===== src/verilog/dmsc_pkg.sv =====
// package: register map, field layouts and states of the serial channel
package dmsc_pkg;

	// ------------------------------------------------------------
	// register map and reset values
	// ------------------------------------------------------------
	localparam logic [15:0] ADDR_DATA = 16'hff70;
	localparam logic [15:0] ADDR_AMC  = 16'hff71;
	localparam logic [15:0] ADDR_AES  = 16'hff72;
	localparam logic [15:0] ADDR_RGC  = 16'hff73;
	localparam logic [15:0] ADDR_CMC  = 16'hff74;
	localparam logic [7:0]  HOLD_RST  = 8'hff;
	localparam logic [7:0]  CTRL_RST  = 8'h00;
	localparam logic [1:0]  SYNC_RST  = 2'h3;

	// ------------------------------------------------------------
	// rate generator
	// ------------------------------------------------------------
	localparam logic [3:0]  DIV_PASS   = 4'hf;
	localparam logic [4:0]  DIV_BASE   = 5'h0f;
	localparam logic [3:0]  PRE_N11    = 4'h0;
	localparam logic [3:0]  PRE_FIRST  = 4'h5;
	localparam logic [3:0]  PRE_LAST   = 4'he;
	localparam int          PRE_W      = 10;
	localparam logic [9:0]  PRE_N11_TC = 10'h3ff;

	// ------------------------------------------------------------
	// frame
	// ------------------------------------------------------------
	localparam logic [3:0]  BITS_8    = 4'h8;
	localparam logic [3:0]  BITS_7    = 4'h7;
	localparam logic [1:0]  PAR_NONE  = 2'h0;
	localparam logic [1:0]  PAR_ZERO  = 2'h1;
	localparam logic [1:0]  PAR_ODD   = 2'h2;
	localparam logic [1:0]  PAR_EVEN  = 2'h3;
	localparam int          DATA_W    = 8;
	localparam int          TXQ_DEPTH = 4;

	// ------------------------------------------------------------
	// carriers
	// ------------------------------------------------------------
	typedef struct packed {
		logic       tx_en;
		logic       rx_en;
		logic [1:0] parity;
		logic       len8;
		logic       stop2;
		logic       rsv;
		logic       int_src;
	} dmsc_amc_t;

	typedef struct packed {
		logic       en;
		logic [3:0] rsv;
		logic       lsb_first;
		logic       int_clk;
		logic       rsv0;
	} dmsc_cmc_t;

	typedef struct packed {
		logic [4:0] rsv;
		logic       par_err;
		logic       frm_err;
		logic       ovr_err;
	} dmsc_aes_t;

	typedef struct packed {
		logic        wr;
		logic        rd;
		logic [15:0] addr;
		logic [7:0]  wdata;
	} dmsc_sfr_req_t;

	typedef enum logic [5:0] {
		TX_IDLE  = 6'h01,
		TX_START = 6'h02,
		TX_DATA  = 6'h04,
		TX_PAR   = 6'h08,
		TX_STOP  = 6'h10,
		TX_SYNC  = 6'h20
	} dmsc_tx_st_t;

	typedef enum logic [4:0] {
		RX_IDLE  = 5'h01,
		RX_START = 5'h02,
		RX_DATA  = 5'h04,
		RX_PAR   = 5'h08,
		RX_STOP  = 5'h10
	} dmsc_rx_st_t;

endpackage


===== src/verilog/dmsc_fifo.sv =====
// transmit queue between the register port and the transmitter
`timescale 1ns/1ns
module dmsc_fifo #(
	parameter int W     = 8,
	parameter int DEPTH = 4
) (
	input  logic         clk,
	input  logic         rstn,
	input  logic         in_valid,
	output logic         in_ready,
	input  logic [W-1:0] in_data,
	output logic         out_valid,
	input  logic         out_ready,
	output logic [W-1:0] out_data
);
	localparam int AW = $clog2(DEPTH);

	logic [W-1:0] mem_ff [DEPTH];
	logic [AW-1:0] wp_ff;
	logic [AW-1:0] rp_ff;
	logic [AW:0]   cnt_ff;
	logic          push;
	logic          pop;

	assign in_ready  = cnt_ff != (AW+1)'(DEPTH);
	assign out_valid = cnt_ff != '0;
	assign out_data  = mem_ff[rp_ff];
	assign push      = in_valid && in_ready;
	assign pop       = out_valid && out_ready;

	always_ff @(posedge clk or negedge rstn) begin
		if (!rstn) begin
			for (int i = 0; i < DEPTH; i++) begin
				mem_ff[i] <= '0;
			end
		end else if (push) begin
			mem_ff[wp_ff] <= in_data;
		end
	end

	always_ff @(posedge clk or negedge rstn) begin
		if (!rstn) begin
			wp_ff  <= '0;
			rp_ff  <= '0;
			cnt_ff <= '0;
		end else begin
			if (push)
				wp_ff <= (wp_ff == AW'(DEPTH-1)) ? '0 : wp_ff + 1'b1;
			if (pop)
				rp_ff <= (rp_ff == AW'(DEPTH-1)) ? '0 : rp_ff + 1'b1;
			cnt_ff <= cnt_ff + (AW+1)'(push) - (AW+1)'(pop);
		end
	end
endmodule


===== src/verilog/dmsc_rate_gen.sv =====
// prescaler and 5-bit divider producing half-bit ticks
`timescale 1ns/1ns
module dmsc_rate_gen
	import dmsc_pkg::*;
(
	input  logic       clk,
	input  logic       rstn,
	input  logic       restart,
	input  logic [3:0] pre_sel,
	input  logic [3:0] div_sel,
	input  logic       use_ext,
	input  logic       ext_edge,
	output logic       half_tick_ff
);
	// {legal, terminal count}; half-bit source runs at clk / 2^(n-1)
	function automatic logic [10:0] pre_tc(input logic [3:0] code);
		logic [10:0] r;
		r = 11'h000;
		if (code == PRE_N11)
			r = {1'b1, PRE_N11_TC};
		else if (code >= PRE_FIRST && code <= PRE_LAST)
			r = {1'b1, 10'((10'h001 << (code - PRE_FIRST)) - 10'h001)};
		return r;
	endfunction

	logic [PRE_W-1:0] pre_ff;
	logic [4:0]       div_ff;
	logic [10:0]      pre;
	logic             src_tick;
	logic [4:0]       div_tc;

	assign pre      = pre_tc(pre_sel);
	// external source: one rising pin edge per count, bit = 2*(k+16) edges
	assign src_tick = use_ext ? ext_edge : (pre[10] && pre_ff == pre[9:0]);
	assign div_tc   = (div_sel == DIV_PASS) ? 5'h00 :
		DIV_BASE + {1'b0, div_sel};

	always_ff @(posedge clk or negedge rstn) begin
		if (!rstn)
			pre_ff <= '0;
		else if (restart || use_ext || src_tick)
			pre_ff <= '0;
		else
			pre_ff <= pre_ff + 10'h001;
	end

	always_ff @(posedge clk or negedge rstn) begin
		if (!rstn)
			div_ff <= 5'h00;
		else if (restart)
			div_ff <= 5'h00;
		else if (src_tick)
			div_ff <= (div_ff == div_tc) ? 5'h00 : div_ff + 5'h01;
	end

	// two half ticks make one bit: clk / (2^n * (k+16))
	always_ff @(posedge clk or negedge rstn) begin
		if (!rstn)
			half_tick_ff <= 1'b0;
		else
			half_tick_ff <= !restart && src_tick && div_ff == div_tc;
	end
endmodule


===== src/verilog/dmsc_channel.sv =====
// serial channel: stop, asynchronous and three-wire clocked modes
//
// Summary of operation
// - a write to the transmit holding register queues the byte unless four wait; transmission starts once the transmitter is idle and enabled.
// - seven-bit length sends only bits 0 to 6 of the written byte.
// - seven-bit receive fills bits 0 to 6, top bit reads zero.
// - transmit and receive holding share one address; read rx, write tx.
// - both holding registers reset to all ones.
// - each finished character is copied from shifter into receive holding, except on async overrun; three-wire always copies.
// - async transmit adds start, optional parity and stop bits.
// - receiver checks errors and records their type in the status register.
// - overrun repeats on each character until receive holding is read.
// - with two stop bits selected only the first is checked.
// - status register content is undefined in three-wire mode.
// - divider field divides the prescaled clock by 16 plus k.
// - divider all ones passes clock undivided; three-wire mode only, though async mode also gets the undivided clock.
// - three-wire mode uses only internal clock, driven out on clock pin.
// - three-wire shifts 8 bits both ways at once, msb or lsb first.
// - async mode moves one byte per start bit, full duplex.
// - async clock source bit set selects internal generator, frees pin.
// - internal async rate is clock over 2^n times (k plus 16).
// - external async rate is pin frequency over 2 times (k plus 16).
`timescale 1ns/1ns
module dmsc_channel
	import dmsc_pkg::*;
(
	input  logic          clk,
	input  logic          rstn,
	input  dmsc_sfr_req_t sfr_req,
	output logic [7:0]    sfr_rdata_ff,
	input  logic          data_in_pin,
	input  logic          rate_clk_pin,
	output logic          data_out_ff,
	output logic          data_out_en_n_ff,
	output logic          sclk_out_ff,
	output logic          sclk_out_en_n_ff,
	output logic          tx_queue_full_ff,
	output logic          tx_done_ff,
	output logic          rx_done_ff,
	output logic          rx_error_ff
);

	// ------------------------------------------------------------
	// helpers
	// ------------------------------------------------------------
	function automatic logic hit(input dmsc_sfr_req_t r,
		input logic [15:0] a);
		return r.addr == a;
	endfunction

	function automatic logic par_of(input logic [1:0] mode,
		input logic [7:0] d);
		logic p;
		p = 1'b0;
		if (mode == PAR_EVEN)
			p = ^d;
		else if (mode == PAR_ODD)
			p = ~^d;
		return p;
	endfunction

	// ------------------------------------------------------------
	// declarations
	// ------------------------------------------------------------
	logic [7:0]  rgc_ff;
	dmsc_amc_t   amc_ff;
	dmsc_cmc_t   cmc_ff;
	dmsc_aes_t   aes_ff;
	logic [7:0]  hold_tx_ff;
	logic [7:0]  hold_rx_ff;
	logic        rx_unread_ff;

	logic [1:0]  s1_ff;
	logic [1:0]  s2_ff;
	logic [1:0]  s3_ff;
	logic [1:0]  filt_ff;
	logic        rxd_prev_ff;
	logic        external_rate_clock_pin_prev_ff;
	logic        rxd;
	logic        external_rate_clock_pin;

	dmsc_tx_st_t tx_st_ff;
	logic [7:0]  tx_sh_ff;
	logic [3:0]  tx_cnt_ff;
	logic        tx_ph_ff;
	logic        tx_stop_ff;
	logic        tx_par_ff;
	logic [7:0]  sy_in_ff;
	logic        sy_done_ff;

	dmsc_rx_st_t rx_st_ff;
	logic [7:0]  rx_sh_ff;
	logic [3:0]  rx_cnt_ff;
	logic        rx_ph_ff;
	logic        rx_par_ff;
	logic        rx_fe_ff;
	logic        rx_commit_ff;

	logic        async_on;
	logic        sync_on;
	logic        use_ext;
	logic        ext_edge;
	logic [3:0]  last_bit;
	logic        wr_data;
	logic        rd_data;
	logic        q_in_ready;
	logic        q_valid;
	logic [7:0]  q_data;
	logic [7:0]  q_word;
	logic        pop;
	logic        tx_half;
	logic        tx_bit_end;
	logic        rx_half;
	logic        rx_smp;
	logic        rx_go;
	logic [7:0]  rx_word;
	logic        rx_pe;
	logic        unread_eff;

	// ------------------------------------------------------------
	// mode decode
	// ------------------------------------------------------------
	assign async_on = amc_ff.tx_en || amc_ff.rx_en;
	assign sync_on  = cmc_ff.en;
	// three-wire never takes the pin clock; async takes it unless
	// the internal source is chosen
	assign use_ext  = async_on && !sync_on && !amc_ff.int_src;
	assign ext_edge = external_rate_clock_pin && !external_rate_clock_pin_prev_ff;
	assign last_bit = (amc_ff.len8 ? BITS_8 : BITS_7) - 4'h1;

	assign wr_data = sfr_req.wr && hit(sfr_req, ADDR_DATA);
	assign rd_data = sfr_req.rd && hit(sfr_req, ADDR_DATA);

	// ------------------------------------------------------------
	// pin input synchronisers
	// ------------------------------------------------------------
	// a level change is taken once the second and third stages agree
	always_ff @(posedge clk or negedge rstn) begin
		if (!rstn) begin
			s1_ff   <= SYNC_RST;
			s2_ff   <= SYNC_RST;
			s3_ff   <= SYNC_RST;
			filt_ff <= SYNC_RST;
		end else begin
			s1_ff   <= {rate_clk_pin, data_in_pin};
			s2_ff   <= s1_ff;
			s3_ff   <= s2_ff;
			filt_ff <= (s2_ff & s3_ff) | (filt_ff & (s2_ff ^ s3_ff));
		end
	end

	assign rxd  = filt_ff[0];
	assign external_rate_clock_pin = filt_ff[1];

	always_ff @(posedge clk or negedge rstn) begin
		if (!rstn) begin
			rxd_prev_ff  <= 1'b1;
			external_rate_clock_pin_prev_ff <= 1'b1;
		end else begin
			rxd_prev_ff  <= rxd;
			external_rate_clock_pin_prev_ff <= external_rate_clock_pin;
		end
	end

	// ------------------------------------------------------------
	// control registers
	// ------------------------------------------------------------
	always_ff @(posedge clk or negedge rstn) begin
		if (!rstn) begin
			rgc_ff <= CTRL_RST;
			amc_ff <= CTRL_RST;
			cmc_ff <= CTRL_RST;
		end else if (sfr_req.wr) begin
			if (hit(sfr_req, ADDR_RGC))
				rgc_ff <= sfr_req.wdata;
			if (hit(sfr_req, ADDR_AMC))
				amc_ff <= sfr_req.wdata;
			if (hit(sfr_req, ADDR_CMC))
				cmc_ff <= sfr_req.wdata;
		end
	end

	// ------------------------------------------------------------
	// transmit queue and rate generators
	// ------------------------------------------------------------
	// a write when four bytes wait is dropped; the full flag warns
	dmsc_fifo #(
		.W     (DATA_W),
		.DEPTH (TXQ_DEPTH)
	) u_txq (
		.clk       (clk),
		.rstn      (rstn),
		.in_valid  (wr_data),
		.in_ready  (q_in_ready),
		.in_data   (sfr_req.wdata),
		.out_valid (q_valid),
		.out_ready (pop),
		.out_data  (q_data)
	);

	assign pop = q_valid && tx_st_ff == TX_IDLE &&
		(amc_ff.tx_en || sync_on);

	// restarting on each start keeps the first bit a full bit long
	dmsc_rate_gen u_tx_rate (
		.clk          (clk),
		.rstn         (rstn),
		.restart      (pop),
		.pre_sel      (rgc_ff[7:4]),
		.div_sel      (rgc_ff[3:0]),
		.use_ext      (use_ext),
		.ext_edge     (ext_edge),
		.half_tick_ff (tx_half)
	);

	dmsc_rate_gen u_rx_rate (
		.clk          (clk),
		.rstn         (rstn),
		.restart      (rx_go),
		.pre_sel      (rgc_ff[7:4]),
		.div_sel      (rgc_ff[3:0]),
		.use_ext      (use_ext),
		.ext_edge     (ext_edge),
		.half_tick_ff (rx_half)
	);

	always_ff @(posedge clk or negedge rstn) begin
		if (!rstn)
			hold_tx_ff <= HOLD_RST;
		else if (pop)
			hold_tx_ff <= q_data;
	end

	// ------------------------------------------------------------
	// transmitter and three-wire shifter
	// ------------------------------------------------------------
	assign q_word     = amc_ff.len8 ? q_data : {1'b0, q_data[6:0]};
	assign tx_bit_end = tx_half && tx_ph_ff;

	always_ff @(posedge clk or negedge rstn) begin
		if (!rstn) begin
			tx_st_ff    <= TX_IDLE;
			tx_sh_ff    <= HOLD_RST;
			tx_cnt_ff   <= 4'h0;
			tx_ph_ff    <= 1'b0;
			tx_stop_ff  <= 1'b0;
			tx_par_ff   <= 1'b0;
			data_out_ff <= 1'b1;
			sclk_out_ff <= 1'b1;
			tx_done_ff  <= 1'b0;
			sy_in_ff    <= HOLD_RST;
			sy_done_ff  <= 1'b0;
		end else begin
			tx_done_ff <= 1'b0;
			sy_done_ff <= 1'b0;
			tx_ph_ff   <= tx_ph_ff ^ tx_half;
			unique case (tx_st_ff)
			TX_IDLE: begin
				tx_ph_ff    <= 1'b0;
				data_out_ff <= 1'b1;
				sclk_out_ff <= 1'b1;
				tx_cnt_ff   <= 4'h0;
				tx_stop_ff  <= 1'b0;
				if (pop && sync_on) begin
					tx_st_ff <= TX_SYNC;
					tx_sh_ff <= q_data;
				end else if (pop) begin
					tx_st_ff    <= TX_START;
					tx_sh_ff    <= q_word;
					tx_par_ff   <= par_of(amc_ff.parity, q_word);
				end
			end
			TX_START: begin
				// line drops one cycle after the pop: the registered
				// half tick would otherwise stretch the start bit
				data_out_ff <= 1'b0;
				if (tx_bit_end) begin
					tx_st_ff    <= TX_DATA;
					data_out_ff <= tx_sh_ff[0];
					tx_sh_ff    <= {1'b0, tx_sh_ff[7:1]};
				end
			end
			TX_DATA: begin
				if (tx_bit_end) begin
					if (tx_cnt_ff == last_bit) begin
						if (amc_ff.parity != PAR_NONE) begin
							tx_st_ff    <= TX_PAR;
							data_out_ff <= tx_par_ff;
						end else begin
							tx_st_ff    <= TX_STOP;
							data_out_ff <= 1'b1;
						end
					end else begin
						tx_cnt_ff   <= tx_cnt_ff + 4'h1;
						data_out_ff <= tx_sh_ff[0];
						tx_sh_ff    <= {1'b0, tx_sh_ff[7:1]};
					end
				end
			end
			TX_PAR: begin
				if (tx_bit_end) begin
					tx_st_ff    <= TX_STOP;
					data_out_ff <= 1'b1;
				end
			end
			TX_STOP: begin
				if (tx_bit_end) begin
					if (amc_ff.stop2 && !tx_stop_ff) begin
						tx_stop_ff <= 1'b1;
					end else begin
						tx_st_ff   <= TX_IDLE;
						tx_done_ff <= 1'b1;
					end
				end
			end
			TX_SYNC: begin
				// data changes on the falling clock edge, input is
				// taken on the rising one
				if (tx_half && !tx_ph_ff) begin
					sclk_out_ff <= 1'b0;
					data_out_ff <= cmc_ff.lsb_first ?
						tx_sh_ff[0] : tx_sh_ff[7];
				end else if (tx_half) begin
					sclk_out_ff <= 1'b1;
					tx_cnt_ff   <= tx_cnt_ff + 4'h1;
					if (cmc_ff.lsb_first) begin
						sy_in_ff <= {rxd, sy_in_ff[7:1]};
						tx_sh_ff <= {1'b0, tx_sh_ff[7:1]};
					end else begin
						sy_in_ff <= {sy_in_ff[6:0], rxd};
						tx_sh_ff <= {tx_sh_ff[6:0], 1'b0};
					end
					if (tx_cnt_ff == BITS_8 - 4'h1) begin
						tx_st_ff   <= TX_IDLE;
						tx_done_ff <= 1'b1;
						sy_done_ff <= 1'b1;
					end
				end
			end
			default: tx_st_ff <= TX_IDLE;
			endcase
		end
	end

	// ------------------------------------------------------------
	// asynchronous receiver
	// ------------------------------------------------------------
	// runs beside the transmitter on its own timing, so both
	// directions may be busy together
	assign rx_go  = rx_st_ff == RX_IDLE && amc_ff.rx_en && !sync_on &&
		rxd_prev_ff && !rxd;
	assign rx_smp = rx_half && !rx_ph_ff;

	always_ff @(posedge clk or negedge rstn) begin
		if (!rstn) begin
			rx_st_ff     <= RX_IDLE;
			rx_sh_ff     <= HOLD_RST;
			rx_cnt_ff    <= 4'h0;
			rx_ph_ff     <= 1'b0;
			rx_par_ff    <= 1'b0;
			rx_fe_ff     <= 1'b0;
			rx_commit_ff <= 1'b0;
		end else if (!amc_ff.rx_en || sync_on) begin
			rx_st_ff     <= RX_IDLE;
			rx_commit_ff <= 1'b0;
		end else begin
			rx_commit_ff <= 1'b0;
			rx_ph_ff     <= rx_ph_ff ^ rx_half;
			unique case (rx_st_ff)
			RX_IDLE: begin
				rx_ph_ff  <= 1'b0;
				rx_cnt_ff <= 4'h0;
				if (rx_go)
					rx_st_ff <= RX_START;
			end
			RX_START: begin
				// a start bit gone high at mid-bit was a glitch
				if (rx_smp)
					rx_st_ff <= rxd ? RX_IDLE : RX_DATA;
			end
			RX_DATA: begin
				if (rx_smp) begin
					rx_sh_ff  <= {rxd, rx_sh_ff[7:1]};
					rx_cnt_ff <= rx_cnt_ff + 4'h1;
					if (rx_cnt_ff == last_bit)
						rx_st_ff <= (amc_ff.parity == PAR_NONE) ?
							RX_STOP : RX_PAR;
				end
			end
			RX_PAR: begin
				if (rx_smp) begin
					rx_par_ff <= rxd;
					rx_st_ff  <= RX_STOP;
				end
			end
			RX_STOP: begin
				// a second stop bit is never looked at
				if (rx_smp) begin
					rx_fe_ff     <= !rxd;
					rx_commit_ff <= 1'b1;
					rx_st_ff     <= RX_IDLE;
				end
			end
			default: rx_st_ff <= RX_IDLE;
			endcase
		end
	end

	// ------------------------------------------------------------
	// receive holding and error status
	// ------------------------------------------------------------
	assign rx_word    = amc_ff.len8 ? rx_sh_ff :
		{1'b0, rx_sh_ff[7:1]};
	assign rx_pe      = amc_ff.parity != PAR_NONE &&
		rx_par_ff != par_of(amc_ff.parity, rx_word);
	// a read in the same cycle frees the holding register first
	assign unread_eff = rx_unread_ff && !rd_data;

	always_ff @(posedge clk or negedge rstn) begin
		if (!rstn) begin
			hold_rx_ff   <= HOLD_RST;
			rx_unread_ff <= 1'b0;
			aes_ff       <= CTRL_RST;
			rx_done_ff   <= 1'b0;
			rx_error_ff  <= 1'b0;
		end else begin
			rx_done_ff  <= 1'b0;
			rx_error_ff <= 1'b0;
			if (rx_commit_ff) begin
				// on overrun the unread byte is kept, the new one lost
				aes_ff       <= {5'h00, rx_pe, rx_fe_ff,
					unread_eff};
				rx_unread_ff <= 1'b1;
				rx_done_ff   <= 1'b1;
				rx_error_ff  <= rx_pe || rx_fe_ff || unread_eff;
				if (!unread_eff)
					hold_rx_ff <= rx_word;
			end else if (sy_done_ff) begin
				hold_rx_ff   <= sy_in_ff;
				rx_unread_ff <= 1'b1;
				rx_done_ff   <= 1'b1;
			end else if (rd_data) begin
				rx_unread_ff <= 1'b0;
			end
		end
	end

	// ------------------------------------------------------------
	// read port and pin enables
	// ------------------------------------------------------------
	always_ff @(posedge clk or negedge rstn) begin
		if (!rstn) begin
			sfr_rdata_ff <= CTRL_RST;
		end else if (sfr_req.rd) begin
			if (hit(sfr_req, ADDR_DATA))
				sfr_rdata_ff <= hold_rx_ff;
			else if (hit(sfr_req, ADDR_AMC))
				sfr_rdata_ff <= amc_ff;
			else if (hit(sfr_req, ADDR_AES))
				sfr_rdata_ff <= aes_ff;
			else if (hit(sfr_req, ADDR_RGC))
				sfr_rdata_ff <= rgc_ff;
			else if (hit(sfr_req, ADDR_CMC))
				sfr_rdata_ff <= cmc_ff;
			else
				sfr_rdata_ff <= CTRL_RST;
		end
	end

	always_ff @(posedge clk or negedge rstn) begin
		if (!rstn) begin
			data_out_en_n_ff <= 1'b1;
			sclk_out_en_n_ff <= 1'b1;
			tx_queue_full_ff <= 1'b0;
		end else begin
			data_out_en_n_ff <= !(amc_ff.tx_en || sync_on);
			sclk_out_en_n_ff <= !sync_on;
			tx_queue_full_ff <= !q_in_ready;
		end
	end

endmodule


===== config.mk =====
export PLATFORM = sky130hd
export DESIGN_NAME = dmsc_channel
export DESIGN_NICKNAME = d
export VERILOG_FILES = /design/src/verilog/dmsc_pkg.sv /design/src/verilog/dmsc_fifo.sv /design/src/verilog/dmsc_rate_gen.sv /design/src/verilog/dmsc_channel.sv
export SDC_FILE = /design/constraint.sdc
export NUM_CORES = 1
export LEC_CHECK = 0
export BUFFER_PORTS_ARGS = -buffer_cell sky130_fd_sc_hd__clkbuf_2
export CORE_ASPECT_RATIO = 0.75
export CORE_MARGIN = 2
export CORE_UTILIZATION = 30
export DETAILED_ROUTE_END_ITERATION = 12
export RECOVER_POWER = 50
export SLEW_MARGIN = 15
export SYNTH_ARGS = -nofsm -noshare
export SYNTH_HDL_FRONTEND = slang
export SYNTH_HIERARCHICAL = 1
export SYNTH_SLANG_ARGS = --single-unit

===== constraint.sdc =====
create_clock -name clk -period 2.8 [get_ports clk]
set_input_delay 0.56 -clock clk [delete_from_list [all_inputs] [get_ports clk]]
set_output_delay 0.56 -clock clk [all_outputs]
set_load 0.01 [all_outputs]

Word-level counts from Yosys, hierarchy flattened --
Index checks and enable logic that the tools add are counted.
Storage, ports and cells: register bits after elaboration 184, input port bits 30
Operators by class: $add $sub $neg 14, order comparisons 5, eq/ne operators 52, shift operators 1, muxes and demuxes 108, bitwise gates (word level) 11, reduce and logical (&&, ||, !) cells 85
Operators with widths (count):
- 8-bit 2-to-1 mux | 22
- 16-bit equality test (second input constant) | 5
- 5-bit 2-to-1 mux | 16
- 6-bit 2-to-1 mux | 11
- 6-bit case mux with 6 select lines | 1
- 1-bit 2-to-1 mux | 34
- 32-bit bitwise mux | 1
- 8-bit case mux with 4 select lines | 1
- 1-bit logical AND | 28
- 2-bit inequality test (second input constant) | 13
- 5-bit case mux with 5 select lines | 1
- 4-bit 2-to-1 mux | 6
- 11-bit 2-to-1 mux | 2
- 3-bit AND reduction | 7
- 10-bit by 1-bit adder with 10-bit output (second input constant) | 2
- 10-bit equality test | 2
- 10-bit 2-to-1 mux | 2
- 3-bit inequality test (second input constant) | 6
- 8-bit binary-select mux with 2-bit select | 1
- 8-bit demux with 2-bit select | 1
- 8-bit XNOR reduction | 2
- 8-bit XOR reduction | 2
- 2-bit nonzero test | 7
- 1-bit zero test | 13
- 58 further kinds | 90

Depth between registers and ports, before layout --
Gate-level depths: netlist (run 1).
depth in word-level cells 10, depth in mapped cells 14, gate-level depth less buffers 12

Cells and area by module --
The synthesis (run 1) kept the hierarchy.
Modules (own cells, without submodules):
- dmsc_channel | times used 1, cells each 560, area each 5913.2 µm², seq. area each 2887.8 µm²
- dmsc_fifo | times used 1, cells each 116, area each 1970.6 µm², seq. area each 975.9 µm²
- dmsc_rate_gen (u_tx_rate) | times used 1, cells each 205, area each 1587.8 µm², seq. area each 400.4 µm²
- dmsc_rate_gen (u_rx_rate) | times used 1, cells each 187, area each 1517.7 µm², seq. area each 400.4 µm²

Worst setup path before layout (run 1) --
No wires, ideal clock.
kind reg2reg, start register rgc_ff[5], end register u_tx_rate.div_ff[0], setup time 0.074 ns, data arrival time 3.065 ns, setup slack -0.338 ns, stages on the path, launching flop included 15, buffers on the path 4, period minus slack after synthesis 3.138 ns, cell sequence dfrtp_1 -> buf_6 -> clkbuf_1 -> inv_1 -> nand3_1 -> ha_1 -> clkbuf_1 -> nor2b_1 -> a32o_1 -> a211oi_1 -> a2111oi_2 -> a41oi_1 -> buf_2 -> or3_1 -> a21oi_2
Between the ends: word-level cells in the longest chain between the ends 9
Ends and longest elaborated chain:
- start, declared | RTL line dmsc_channel.sv:65 | logic [7:0] rgc_ff;
- start signal, assigned | RTL line dmsc_channel.sv:175 | rgc_ff <= sfr_req.wdata;
- 4-bit by 3-bit subtractor with 4-bit output | RTL line dmsc_rate_gen.sv:22 | r = {1'b1, 10'((10'h001 << (code - PRE_FIRST)) - 10'h001)};
- 1-bit by 4-bit << shifter with 10-bit output | RTL line dmsc_rate_gen.sv:22
- 10-bit by 1-bit subtractor with 10-bit output | RTL line dmsc_rate_gen.sv:22
- 11-bit 2-to-1 mux | RTL line dmsc_rate_gen.sv:21 | else if (code >= PRE_FIRST && code <= PRE_LAST)
- 11-bit 2-to-1 mux (*) | RTL line dmsc_rate_gen.sv:19 | if (code == PRE_N11)
- 10-bit equality test | RTL line dmsc_rate_gen.sv:34 | assign src_tick = use_ext ? ext_edge : (pre[10] && pre_ff == pre[9:0]);
- 1-bit logical AND (*) | RTL line dmsc_rate_gen.sv:34
- 1-bit 2-to-1 mux (*) | RTL line dmsc_rate_gen.sv:34
- 2-bit nonzero test (no source line) (*)
- end signal, assigned | RTL line dmsc_rate_gen.sv:53 | div_ff <= (div_ff == div_tc) ? 5'h00 : div_ff + 5'h01;
- end, declared | RTL line dmsc_rate_gen.sv:27 | logic [4:0] div_ff;
Every way passes the cells marked *; elsewhere a longest branch is shown, timed or not. A chain may end at the register's enable or synchronous reset.

Final worst setup path (run 1) --
start register rgc_ff[6], end register u_tx_rate.div_ff[1]
The elaborated chain is that of the path after synthesis.

==> metrics.md, run 1 <==
| Metric | Value |
|---|---|
| Initial antenna violation count | `2` |
| Tightest Hold Check Type | `in2reg` |
| Simple-gate share of the synthesized area | `0.176` |
| Outcome | `finished, violations left` |
| Antenna-violating nets left | `0` |
| CTS buffer count | `17` |
| RSZ-0062 raised after global routing | `yes` |
| Nets | `1182` |
| Number of I/O pins | `46` |
| Sequential power share | `0.480` |
| Largest family of logic cells by synthesized area | `simple AND/OR/NAND/NOR gates` |
| Worst path cell trace | `nor2b_4, nand3_2, ha_4, xnor2_1, or3_1, a21o_1, a2111oi_4, a41oi_2, buf_6, or3b_4, a21oi_2` |
| Die width | `225 um` |
| Root Driver | `clkbuf_16` |
| Synth Net Count | `approximately 1.1k` |
| Via Count | `between 8k and 9k` |
| Routed wire length | `~27000 um` |
| Slew Limit Fails | `between 80 and 90` |
| CP peak stage delay | `approximately 0.4 ns` |
| Syn_area_per_cell | `slightly above 10 sq um` |
| Layout cells sized above 1 | `0.291` |
| Register bit count reported by yosys | `about 180` |
| Worst EP required | `3.18 ns` |
| Final Cell Area | `approximately 0.013 sq mm` |
| First drt pass iteration count | `5` |
| Gr usage total | `0.147` |
| Synth unique cells | `just over 90` |
| Switch Pwr | `approximately 1.6 mW` |
| Vias in the first global route | `8210` |
| Largest net degree at the start of global routing | `84` |
| DR WL/cell | `between 15 and 20 um` |
| Cell count after synthesis | `~1.1k` |
| Fin. Hold Viols | `0` |
| Crit start category | `flop` |
| Initial Utilization | `0.306` |
| Met2 Use GR | `0.200` |
| Tightest hold margin | `0.190 ns` |
| Crit path arrival time | `roughly 3.2 ns` |
| Post-DR vias/cell | `5.24` |
| Critical path fanouts, max | `6` |
| Chip height | `about 170 um` |
| Hold buffer count at cts | `0` |
| Final setup fails | `0` |
| H-tree depth | `4` |
| Sink Count | `between 150 and 200` |
| Fmax achieved | `between 0.3 and 0.4 GHz` |
| First DRT Iteration DRCs | `about 770` |
| Post-detail-place hpwl | `~20000 um` |
| Worst Path Class, Setup | `reg2reg` |
| FILL cells | `3558` |
| Max VDD drop | `between 0.4 and 0.5 mV` |
| Max-slew headroom | `-0.442` |
| Post-synthesis compound-gate area fraction | `0.146` |
| GR peak layer | `met1` |
| Clock share of power | `0.415` |
| Post-synth top area share | `0.310` |
| Worst slack, placed | `-0.108 ns` |
| Final period util | `0.995` |
| Count leader, synth | `dfrtp_1` |
| Xor and xnor fraction of the mapped netlist area | `0.0443` |
| Leak pwr | `between 5 and 6 nW` |
| Slowest CP cell | `dfrtp_2` |
| Met1 Use GR | `0.225` |
| Reg clk slew, reported paths | `0.07 ns` |
| Post-synth EDFFs | `0` |
| Setup Skew | `just under 0.007 ns` |
| Area leader, netlist | `dfrtp_1` |
| Register area share after synthesis | `0.424` |
| Ranking of synthesized cells by area | `dfrtp_1 (31%), dfstp_2 (11%), mux2_2 (5.3%), mux2_4 (4.5%), nand2_1 (2.9%)` |
| Yosys warnings | `6` |
| Clk Latency, worst-skew pair | `0.45 ns` |
| Routability Congestion | `~0.84` |
| Fraction of registers with async set/reset | `1.00` |
| Adder-cell area share of the yosys netlist | `0.0257` |
| Port bufs | `45` |
| Least-Margin Pin Slew | `2.16 ns` |
| Pint | `approximately 4.3 mW` |
| CORE AREA | `about 0.036 sq mm` |
| CTS tree | `built` |
| Mapped Area | `~0.011 sq mm` |
| Top FF cell, synth | `dfrtp_1` |
| Overflow left after global routing | `0` |
| Mux contribution to synthesized area | `0.139` |
| Die ar. | `~0.038 sq mm` |
| MaxCap Viol Count | `1` |
| Pwr Total | `about 5.9 mW` |
| Power density of the placed cells | `464 mW/mm^2` |
| First-pass GRT wire length | `between 40000 and 50000 um` |
| Placed cell area | `0.0120 sq mm` |
| Failing checks | `capacitance limit, slew limit` |
| Comb pwr share | `0.105` |
| Cell Rows | `60` |
| Fin crit period | `around 2.8 ns` |
| Setup_tns | `0 ns` |
| Endpoint type of the worst setup path | `flop` |
| Top cells by count, synth | `dfrtp_1 (136), nand2_1 (85), nor2_1 (73), o21ai_0 (63), mux2_2 (52)` |
| Switching power share of the total | `0.273` |
| Met3 global-route usage | `0.0407` |
| Clock buffer depth | `2` |
| Area Growth Syn to Fin | `16.3%` |
| Setup slack after layout | `0.0140 ns` |
| DRC | `0` |
==> layer usage <==
| metal | part of all wire | wire length (um) |
|---|---|---|
| met4 | 0.0097 | 266 |
| met1 | 0.53 | 14400 |
| met5 | 0.00048 | 13 |
| met2 | 0.40 | 11100 |
| met3 | 0.060 | 1630 |
==> path summary, 6_finish.rpt <==
kind / start / end / slack (ns) / cells past startpoint
worst min-delay path: rate_clk_pin / s1_ff[1] / 0.19 / 1
worst min register to register: s1_ff[1] / s2_ff[1] / 0.37 / 0
max in group asynchronous: rstn / sy_in_ff[4] / 0.39 / 2
worst max register to register: rgc_ff[6] / u_tx_rate/div_ff[1] / 0.01 / 11
min in group asynchronous: rstn / u_txq/mem_ff[10] / 0.72 / 1
worst max-delay path: rgc_ff[6] / u_tx_rate/div_ff[1] / 0.01 / 11
==> through the flow <==
stage                util  std cells
floorplan               -       1068
global placement    0.334       1568
detailed placement  0.334       1568
CTS                 0.351       1600
global route        0.355       1609
finish              0.355       1609
==> cell families (layout without fill, tap and decap cells) <==
logic type | count (synthesis) | after routing
xor gates and xnor gates | 54 | 54
other | 0 | 1
adders and majority gates | 22 | 22
buffers and inverters | 105 | 180
and+or+nand+nor | 351 | 351
DFF | 184 | 184
muxes | 120 | 120
AOI/OAI and AO/OA | 232 | 232
==> what timing repair did <==
action | CTS | global route
setup endpoints to repair | 6 | 23
pin swaps | 0 | 15
setup buffers | 0 | 7
gates cloned | 0 | 1
gates resized for setup | 3 | 23
==> registers in the layout (all words and copies together) (netlist names), 5 cells and up <==
register          count
sfr_rdata_ff          8
rx_st_ff              5
u_tx_rate/pre_ff     10
amc_ff                8
u_rx_rate/pre_ff     10
cmc_ff                7
u_tx_rate/div_ff      5
rx_sh_ff              8
rgc_ff                8
u_txq/mem_ff         32
hold_rx_ff            8
tx_sh_ff              8
tx_st_ff              6
u_rx_rate/div_ff      5
sy_in_ff              8
==> layout by cell type, fill, tap and decap left out, drive strengths merged, types with 9 or more instances in the layout <==
cell,count
dfrtp,136
mux2,86
nand2,85
nor2,73
clkbuf,66
o21ai,65
buf,58
dfstp,48
inv,46
nand3,29
xnor2,28
nor2b,28
a21oi,27
mux2i,26
xor2,25
ha,21
and3,19
nor3,18
o22ai,16
o211ai,14
a31oi,13
nand2b,11
a21o,10
or3,10
a22o,9
nor4,9
==> worst max-delay path, delay by kind of cell (launching register included) <==
kind / cells / cell delay, ns
AOI/OAI and AO/OA: 4 / 0.81
buffers and inverters: 1 / 0.16
DFF: 1 / 0.41
xor gates and xnor gates: 1 / 0.11
and+or+nand+nor: 4 / 0.96
adders and majority gates: 1 / 0.25
==> power by group through the flow <==
stage	clock (mW)	sequential (mW)	combinational, mW
2_1_floorplan	0	2.85	0.403
3_3_place_gp	0	2.89	0.607
3_5_place_dp	0	2.90	0.610
4_1_cts	2.52	2.85	0.620
5_1_grt	2.64	2.86	0.689
6_report	2.46	2.85	0.621
==> final cells by class <==
| type | count | area (sq um) | share of cell area |
|---|---|---|---|
| diodes | 1 | 2.50 | 0.000196 |
| clock buffers | 17 | 425 | 0.0333 |
| clock inverters | 15 | 168 | 0.0131 |
| inverters | 41 | 156 | 0.0122 |
| multi-input cells | 779 | 5980 | 0.468 |
| flip-flops and latches | 184 | 4670 | 0.365 |
| well taps | 465 | 582 | 0.0455 |
| repair buffers | 107 | 792 | 0.0620 |
No activity file was read; power rests on OpenSTA's default activity.
==> run 2, diff against run 1 <==
--- a/config.mk
+++ b/config.mk
@@ -5,6 +5,7 @@
 export SDC_FILE = /design/constraint.sdc
 export NUM_CORES = 1
 export LEC_CHECK = 0
+export ABC_AREA = 1
 export BUFFER_PORTS_ARGS = -buffer_cell sky130_fd_sc_hd__clkbuf_2
 export CORE_ASPECT_RATIO = 0.75
 export CORE_MARGIN = 2
@@ -14,5 +15,4 @@
 export SLEW_MARGIN = 15
 export SYNTH_ARGS = -nofsm -noshare
 export SYNTH_HDL_FRONTEND = slang
-export SYNTH_HIERARCHICAL = 1
 export SYNTH_SLANG_ARGS = --single-unit
==> metrics.md, run 2 <==
| Metric | Value |
|---|---|
| Setup_tns | `0 ns` |
| FILL cells | `between 3k and 4k` |
| Synth unique cells | `50` |
| Largest net degree at the start of global routing | `70` |
| Post-synth EDFFs | `0` |
| Crit path arrival time | `approximately 2.8 ns` |
| CTS buffer count | `17` |
| Largest register FFs | `32` |
| Slew Limit Fails | `70` |
| Top FF cell, synth | `dfrtp_1` |
| MaxCap Viol Count | `1` |
| Antenna-violating nets left | `0` |
| Fraction of registers with async set/reset | `1.00` |
| Initial antenna violation count | `0` |
| Met2 Use GR | `0.208` |
| Cell Rows | `57` |
| Max VDD drop | `0.409 mV` |
| Commonest non-fill, non-tap cells in the layout | `nand2_1 (391), inv_1 (144), dfrtp_1 (135)` |
| Fin. Hold Viols | `0` |
| Final setup fails | `0` |
| Clk Latency, worst-skew pair | `between 0.4 and 0.5 ns` |
| Number of cells in the finished layout apart from fillers | `roughly 1.8k` |
| Overflow left after global routing | `0` |
| Sequential power share | `0.486` |
| Pint | `4.29 mW` |
| Count leader, synth | `nand2_1` |
| Clock buffer depth | `2` |
| Ranking of synthesized cells by area | `dfrtp_1 (34%), nand2_1 (15%), dfstp_2 (13%), inv_1 (5.4%), o21ai_0 (5.2%)` |
| Syn_area_per_cell | `roughly 7.7 sq um` |
| Critical path fanouts, max | `10` |
| GR peak layer | `met1` |
| Post-detail-place hpwl | `roughly 19000 um` |
| Yosys warnings | `0` |
| Routed wire length | `roughly 26000 um` |
| Chip height | `roughly 160 um` |
| Worst EP required | `about 3.1 ns` |
| Fin crit period | `approximately 2.5 ns` |
| Nets | `~1.4k` |
| Final period util | `0.883` |
| Area Growth Syn to Fin | `13.0%` |
| Post-DR vias/cell | `4.77` |
| DR WL/cell | `~14 um` |
| Power density of the placed cells | `532 mW/mm^2` |
| Mapped Area | `0.0100 sq mm` |
| Post-synth top area share | `0.339` |
| Initial Utilization | `0.307` |
| H-tree depth | `4` |
| Comb pwr share | `0.111` |
| N_diodes | `0` |
| Switch Pwr | `between 1.5 and 2 mW` |
| Largest reg by FF count | `u_txq.mem_ff` |
| Outcome | `finished, violations left` |
| Register bit count reported by yosys | `around 180` |
| Routability Congestion | `0.906` |
| Crit start category | `flop` |
| CORE AREA | `approximately 0.033 sq mm` |
| CTS tree | `built` |
| Vias in the first global route | `approximately 7.9k` |
| Number of I/O pins | `46` |
| Fmax achieved | `about 0.40 GHz` |
| Sink Count | `between 150 and 200` |
| First drt pass iteration count | `5` |
| Layout cells sized above 1 | `0.127` |
| RSZ-0062 raised after global routing | `no` |
| Failing checks | `capacitance limit, slew limit` |
| First DRT Iteration DRCs | `~700` |
| Switching power share of the total | `0.288` |
| Area leader, netlist | `dfrtp_1` |
| Post-CTS Setup Bufs | `0` |
| Die ar. | `0.0350 sq mm` |
| Placed cell area | `0.0108 sq mm` |
| Clock share of power | `0.403` |
| Top cells by count, synth | `nand2_1 (391), inv_1 (144), dfrtp_1 (136), nor2_1 (112), o21ai_0 (104)` |
| Max-slew headroom | `-0.161` |
| Gr usage total | `0.151` |
| Largest registers | `u_txq.mem_ff: 32 flops, u_rx_rate.pre_ff: 10 flops, u_tx_rate.pre_ff: 10 flops` |
| Placed Cells | `roughly 1.8k` |
| Met3 global-route usage | `0.0275` |
| Port bufs | `between 40 and 50` |
| Leak pwr | `5.39 nW` |
| Via Count | `8633` |
| Register area share after synthesis | `0.464` |
| Synth Net Count | `1354` |
| Tightest Hold Check Type | `in2reg` |
| Worst Path Class, Setup | `reg2reg` |
| Endpoint type of the worst setup path | `flop` |
| DRC | `0` |
| Final Util | `0.347` |
| Least-Margin Pin Slew | `~1.7 ns` |
| First-pass GRT wire length | `around 42000 um` |
| Met1 Use GR | `0.236` |
| Die width | `around 220 um` |
| Reg clk slew, reported paths | `0.08 ns` |
| Cell count after synthesis | `1304` |
| Most common cell after layout, fill and taps aside | `nand2_1` |
| Root Driver | `clkbuf_16` |
| Final Cell Area | `0.0113 sq mm` |
| Setup Skew | `0.0159 ns` |
run 2: cell families (layout without fill, tap and decap cells):
group                    after synthesis  after routing  share of synthesized area
AND/OR/NAND/NOR                      663            663                      0.287
multiplexers                           1              1                   0.000997
buffers and inverters                185            249                     0.0756
adder cells (fa/ha/maj)               20             20                     0.0257
XOR/XNOR                              32             32                     0.0279
AO/OA/AOI/OAI                        219            219                      0.118
flip-flops                           184            184                      0.464
run 2: final timing paths:
check	start	endpoint	slack, ns	cells after the start
max	rgc_ff[5]	u_tx_rate.pre_ff[3]	0.33	15
min	rate_clk_pin	s1_ff[1]	0.20	1
max reg2reg	rgc_ff[5]	u_tx_rate.pre_ff[3]	0.33	15
min reg2reg	s1_ff[1]	s2_ff[1]	0.36	0
max in group asynchronous	rstn	rgc_ff[5]	0.59	2
min in group asynchronous	rstn	u_rx_rate.pre_ff[5]	0.58	1
run 2: layout make-up:
| cell class | count | area (sq um) | area share |
|---|---|---|---|
| clock buffer | 17 | 425 | 0.0375 |
| multi-input combinational | 935 | 4620 | 0.407 |
| sequential | 184 | 4670 | 0.411 |
| clock inverter | 15 | 156 | 0.0138 |
| tap | 442 | 553 | 0.0487 |
| inverter | 153 | 574 | 0.0506 |
| timing repair buffer | 64 | 352 | 0.0310 |
run 2: through the flow:
step | total power [mW] | hold WS [ns] | worst slack, ns
floorplan | 3.40 | 0.264 | 0.357
global placement | 3.65 | 0.346 | 0.402
detailed placement | 3.66 | 0.347 | 0.338
CTS | 6.12 | 0.146 | 0.325
global route | 6.35 | 0.175 | 0.0751
finish | 6.03 | 0.195 | 0.326
run 2: what timing repair did:
action                     4_1_cts  5_1_grt
hold buffers                     0        0
resized for setup                0        1
setup endpoints to repair        0        1
run 2: per-layer routing:
| metal | vias up | routed length (um) |
|---|---|---|
| li1 | 4342 | - |
| met1 | 4004 | 13400 |
| met2 | 267 | 10200 |
| met3 | 20 | 1610 |
| met4 | 0 | 317 |
| met5 | - | 0 |
run 2: power by group through the flow:
stage / clock network [mW] / registers [mW] / logic, mW
finish: 2.43 / 2.93 / 0.670
global route: 2.62 / 2.95 / 0.778
CTS: 2.50 / 2.93 / 0.684
detailed placement: 0 / 2.98 / 0.684
global placement: 0 / 2.98 / 0.674
floorplan: 0 / 2.94 / 0.463
run 2: worst max-delay path, stage by stage (launching register included):
cell and delay [ns]:
dfrtp_2 0.47, inv_1 0.11, nand2_1 0.05, inv_1 0.12
nand2_1 0.11, ha_1 0.27, inv_1 0.11, nand2_1 0.06
nand3_1 0.18, a21oi_1 0.09, nor2_1 0.10, nand2_1 0.06
nor2_1 0.19, nand2_2 0.18, nand4_4 0.18, nor2_1 0.06
==> run 3, diff against run 2 <==
--- a/config.mk
+++ b/config.mk
@@ -9,8 +9,9 @@
 export BUFFER_PORTS_ARGS = -buffer_cell sky130_fd_sc_hd__clkbuf_2
 export CORE_ASPECT_RATIO = 0.75
 export CORE_MARGIN = 2
-export CORE_UTILIZATION = 30
+export CORE_UTILIZATION = 56
 export DETAILED_ROUTE_END_ITERATION = 12
+export PLACE_DENSITY = 0.77
 export RECOVER_POWER = 50
 export SLEW_MARGIN = 15
 export SYNTH_ARGS = -nofsm -noshare
==> metrics.md, run 3 (synthesized netlist as in run 2, its figures left out) <==
| Metric | Value |
|---|---|
| N_diodes | `0` |
| Fin. Hold Viols | `0` |
| Leak pwr | `roughly 5.4 nW` |
| Routability Congestion | `roughly 0.91` |
| Tightest hold margin | `between 0.15 and 0.2 ns` |
| FILL cells | `1543` |
| Initial antenna violation count | `0` |
| Least-Margin Pin Slew | `1.68 ns` |
| Worst EP required | `roughly 3.1 ns` |
| Largest register FFs | `32` |
| Number of cells in the finished layout apart from fillers | `between 1.5k and 2k` |
| GR peak layer | `met1` |
| Placed Cells | `~1.6k` |
| Commonest non-fill, non-tap cells in the layout | `nand2_1 (391), inv_1 (144), dfrtp_1 (135)` |
| RSZ-0062 raised after global routing | `no` |
| Gr usage total | `0.268` |
| CTS tree | `built` |
| Outcome | `finished, violations left` |
| Fmax achieved | `0.388 GHz` |
| Chip height | `between 100 and 150 um` |
| Reg2reg setup slack | `approximately 0.22 ns` |
| CTS buffer count | `17` |
| Min-Delay Endpoint | `s1_ff[0]` |
| MaxCap Viol Count | `1` |
| Most common cell after layout, fill and taps aside | `nand2_1` |
| Crit start category | `flop` |
| Die ar. | `~0.019 sq mm` |
| Critical path fanouts, max | `8` |
| Largest registers | `u_txq.mem_ff: 32 flops, u_rx_rate.pre_ff: 10 flops, u_tx_rate.pre_ff: 10 flops` |
| Met2 Use GR | `0.376` |
| R2r startpoint | `rgc_ff[6]` |
| Via Count | `roughly 8.9k` |
| Reg area | `roughly 0.0047 sq mm` |
| Clock buffer depth | `2` |
| Area of the multi-input gates | `between 0.004 and 0.005 sq mm` |
| Port bufs | `45` |
| First DRT Iteration DRCs | `roughly 950` |
| Layout cells sized above 1 | `0.129` |
| Max VDD drop | `between 0.4 and 0.5 mV` |
| Routed wire length | `approximately 24000 um` |
| Clk Latency, worst-skew pair | `about 0.44 ns` |
| Reg-to-reg endpoint | `u_rx_rate.div_ff[2]` |
| Crit path arrival time | `between 2 and 3 ns` |
| Antenna-violating nets left | `0` |
| Post-DR vias/cell | `around 5.5` |
| Slew Limit Fails | `70` |
| Root Driver | `clkbuf_16` |
| Post-detail-place hpwl | `17500 um` |
| Setup_tns | `0 ns` |
| H-tree depth | `4` |
| Met3 global-route usage | `0.0574` |
| Largest net degree at the start of global routing | `70` |
| Area Growth Syn to Fin | `10.6%` |
| DR WL/cell | `around 15 um` |
| Largest reg by FF count | `u_txq.mem_ff` |
| Sink Count | `around 180` |
| Failing checks | `capacitance limit, slew limit` |
| Power density of the placed cells | `around 540 mW/mm^2` |
| Reg clk slew, reported paths | `roughly 0.08 ns` |
| Vias in the first global route | `approximately 8k` |
| First-pass GRT wire length | `~40000 um` |
| Initial Utilization | `0.570` |
| Number of I/O pins | `46` |
| Max-slew headroom | `-0.121` |
| Tightest Hold Check Type | `in2reg` |
| Die width | `159 um` |
| DRC | `0` |
| First drt pass iteration count | `6` |
| Worst r2r path cells | `17` |
| Met1 Use GR | `0.420` |
| Final setup fails | `0` |
| Setup Skew | `between 0.01 and 0.015 ns` |
| Hold Crit Start | `data_in_pin` |
| Endpoint type of the worst setup path | `flop` |
| CORE AREA | `roughly 0.018 sq mm` |
| Fin crit period | `2.58 ns` |
| Overflow left after global routing | `0` |
| Cell Rows | `42` |
| Nets | `1405` |
| Worst Path Class, Setup | `reg2reg` |
| Final period util | `0.921` |
| Hold depth | `1` |
==> run 3: cell type report <==
cell class                 instances  area share
clock inverter                    13      0.0119
clock buffer                      19      0.0408
multi-input combinational        935       0.416
timing repair buffer              64      0.0323
inverter                         153      0.0517
sequential                       184       0.420
tap                              242      0.0273
==> run 3: per-layer routing <==
metal  up-vias  share of wire
met5         -              0
met4         0          0.013
met3        37          0.077
met2       317           0.42
met1      4168           0.49
li1       4358              -
==> run 3: worst max-delay path, cell delays in order (launching register included) <==
cell and delay [ns]:
dfrtp_1 0.47, inv_2 0.19, nor2_4 0.06, nand2_1 0.12
ha_1 0.24, inv_1 0.09, nor3_1 0.28, nor2_1 0.09
nand2_1 0.12, nand2_1 0.10, inv_2 0.08, nand2_1 0.05
nand2_1 0.06, nor2_1 0.05, nand2_2 0.17, nand3_2 0.15
nand2_1 0.10, nand2_1 0.05
==> run 3: through the flow <==
step	cell area (sq um)	total power, mW	util	setup WS [ns]
4_1_cts	11100	6.02	0.632	0.158
2_1_floorplan	10000	3.40	-	0.357
3_5_place_dp	10500	3.65	0.598	0.209
5_1_grt	11100	6.22	0.631	0.0110
3_3_place_gp	10500	3.62	0.598	0.330
6_report	11100	5.98	0.631	0.221
==> run 3: worst max-delay path by stage <==
stage / startpoint / end / slack, ns
6_report: rgc_ff[6] / u_rx_rate.div_ff[2] / 0.22
5_1_grt: rgc_ff[6] / u_rx_rate.div_ff[3] / 0.01
4_1_cts: rgc_ff[5] / u_rx_rate.div_ff[3] / 0.16
3_5_place_dp: rgc_ff[5] / u_rx_rate.div_ff[3] / 0.21
3_3_place_gp: rgc_ff[5] / u_rx_rate.div_ff[1] / 0.33
2_1_floorplan: tx_st_ff[4] / u_txq.cnt_ff[2] / 0.36
==> run 3: what timing repair did <==
| action | CTS | global route |
|---|---|---|
| setup buffers | 0 | 2 |
| resized for setup | 0 | 1 |
| hold buffers | 0 | 0 |
| endpoints found under the setup margin | 0 | 32 |
==> run 3: power breakdown <==
group	total, mW	leakage, nW	internal, mW	switching (mW)
registers	2.92	2.34	2.80	0.120
logic	0.677	2.76	0.225	0.452
clock network	2.38	0.285	1.23	1.15
total	5.98	5.39	4.26	1.73
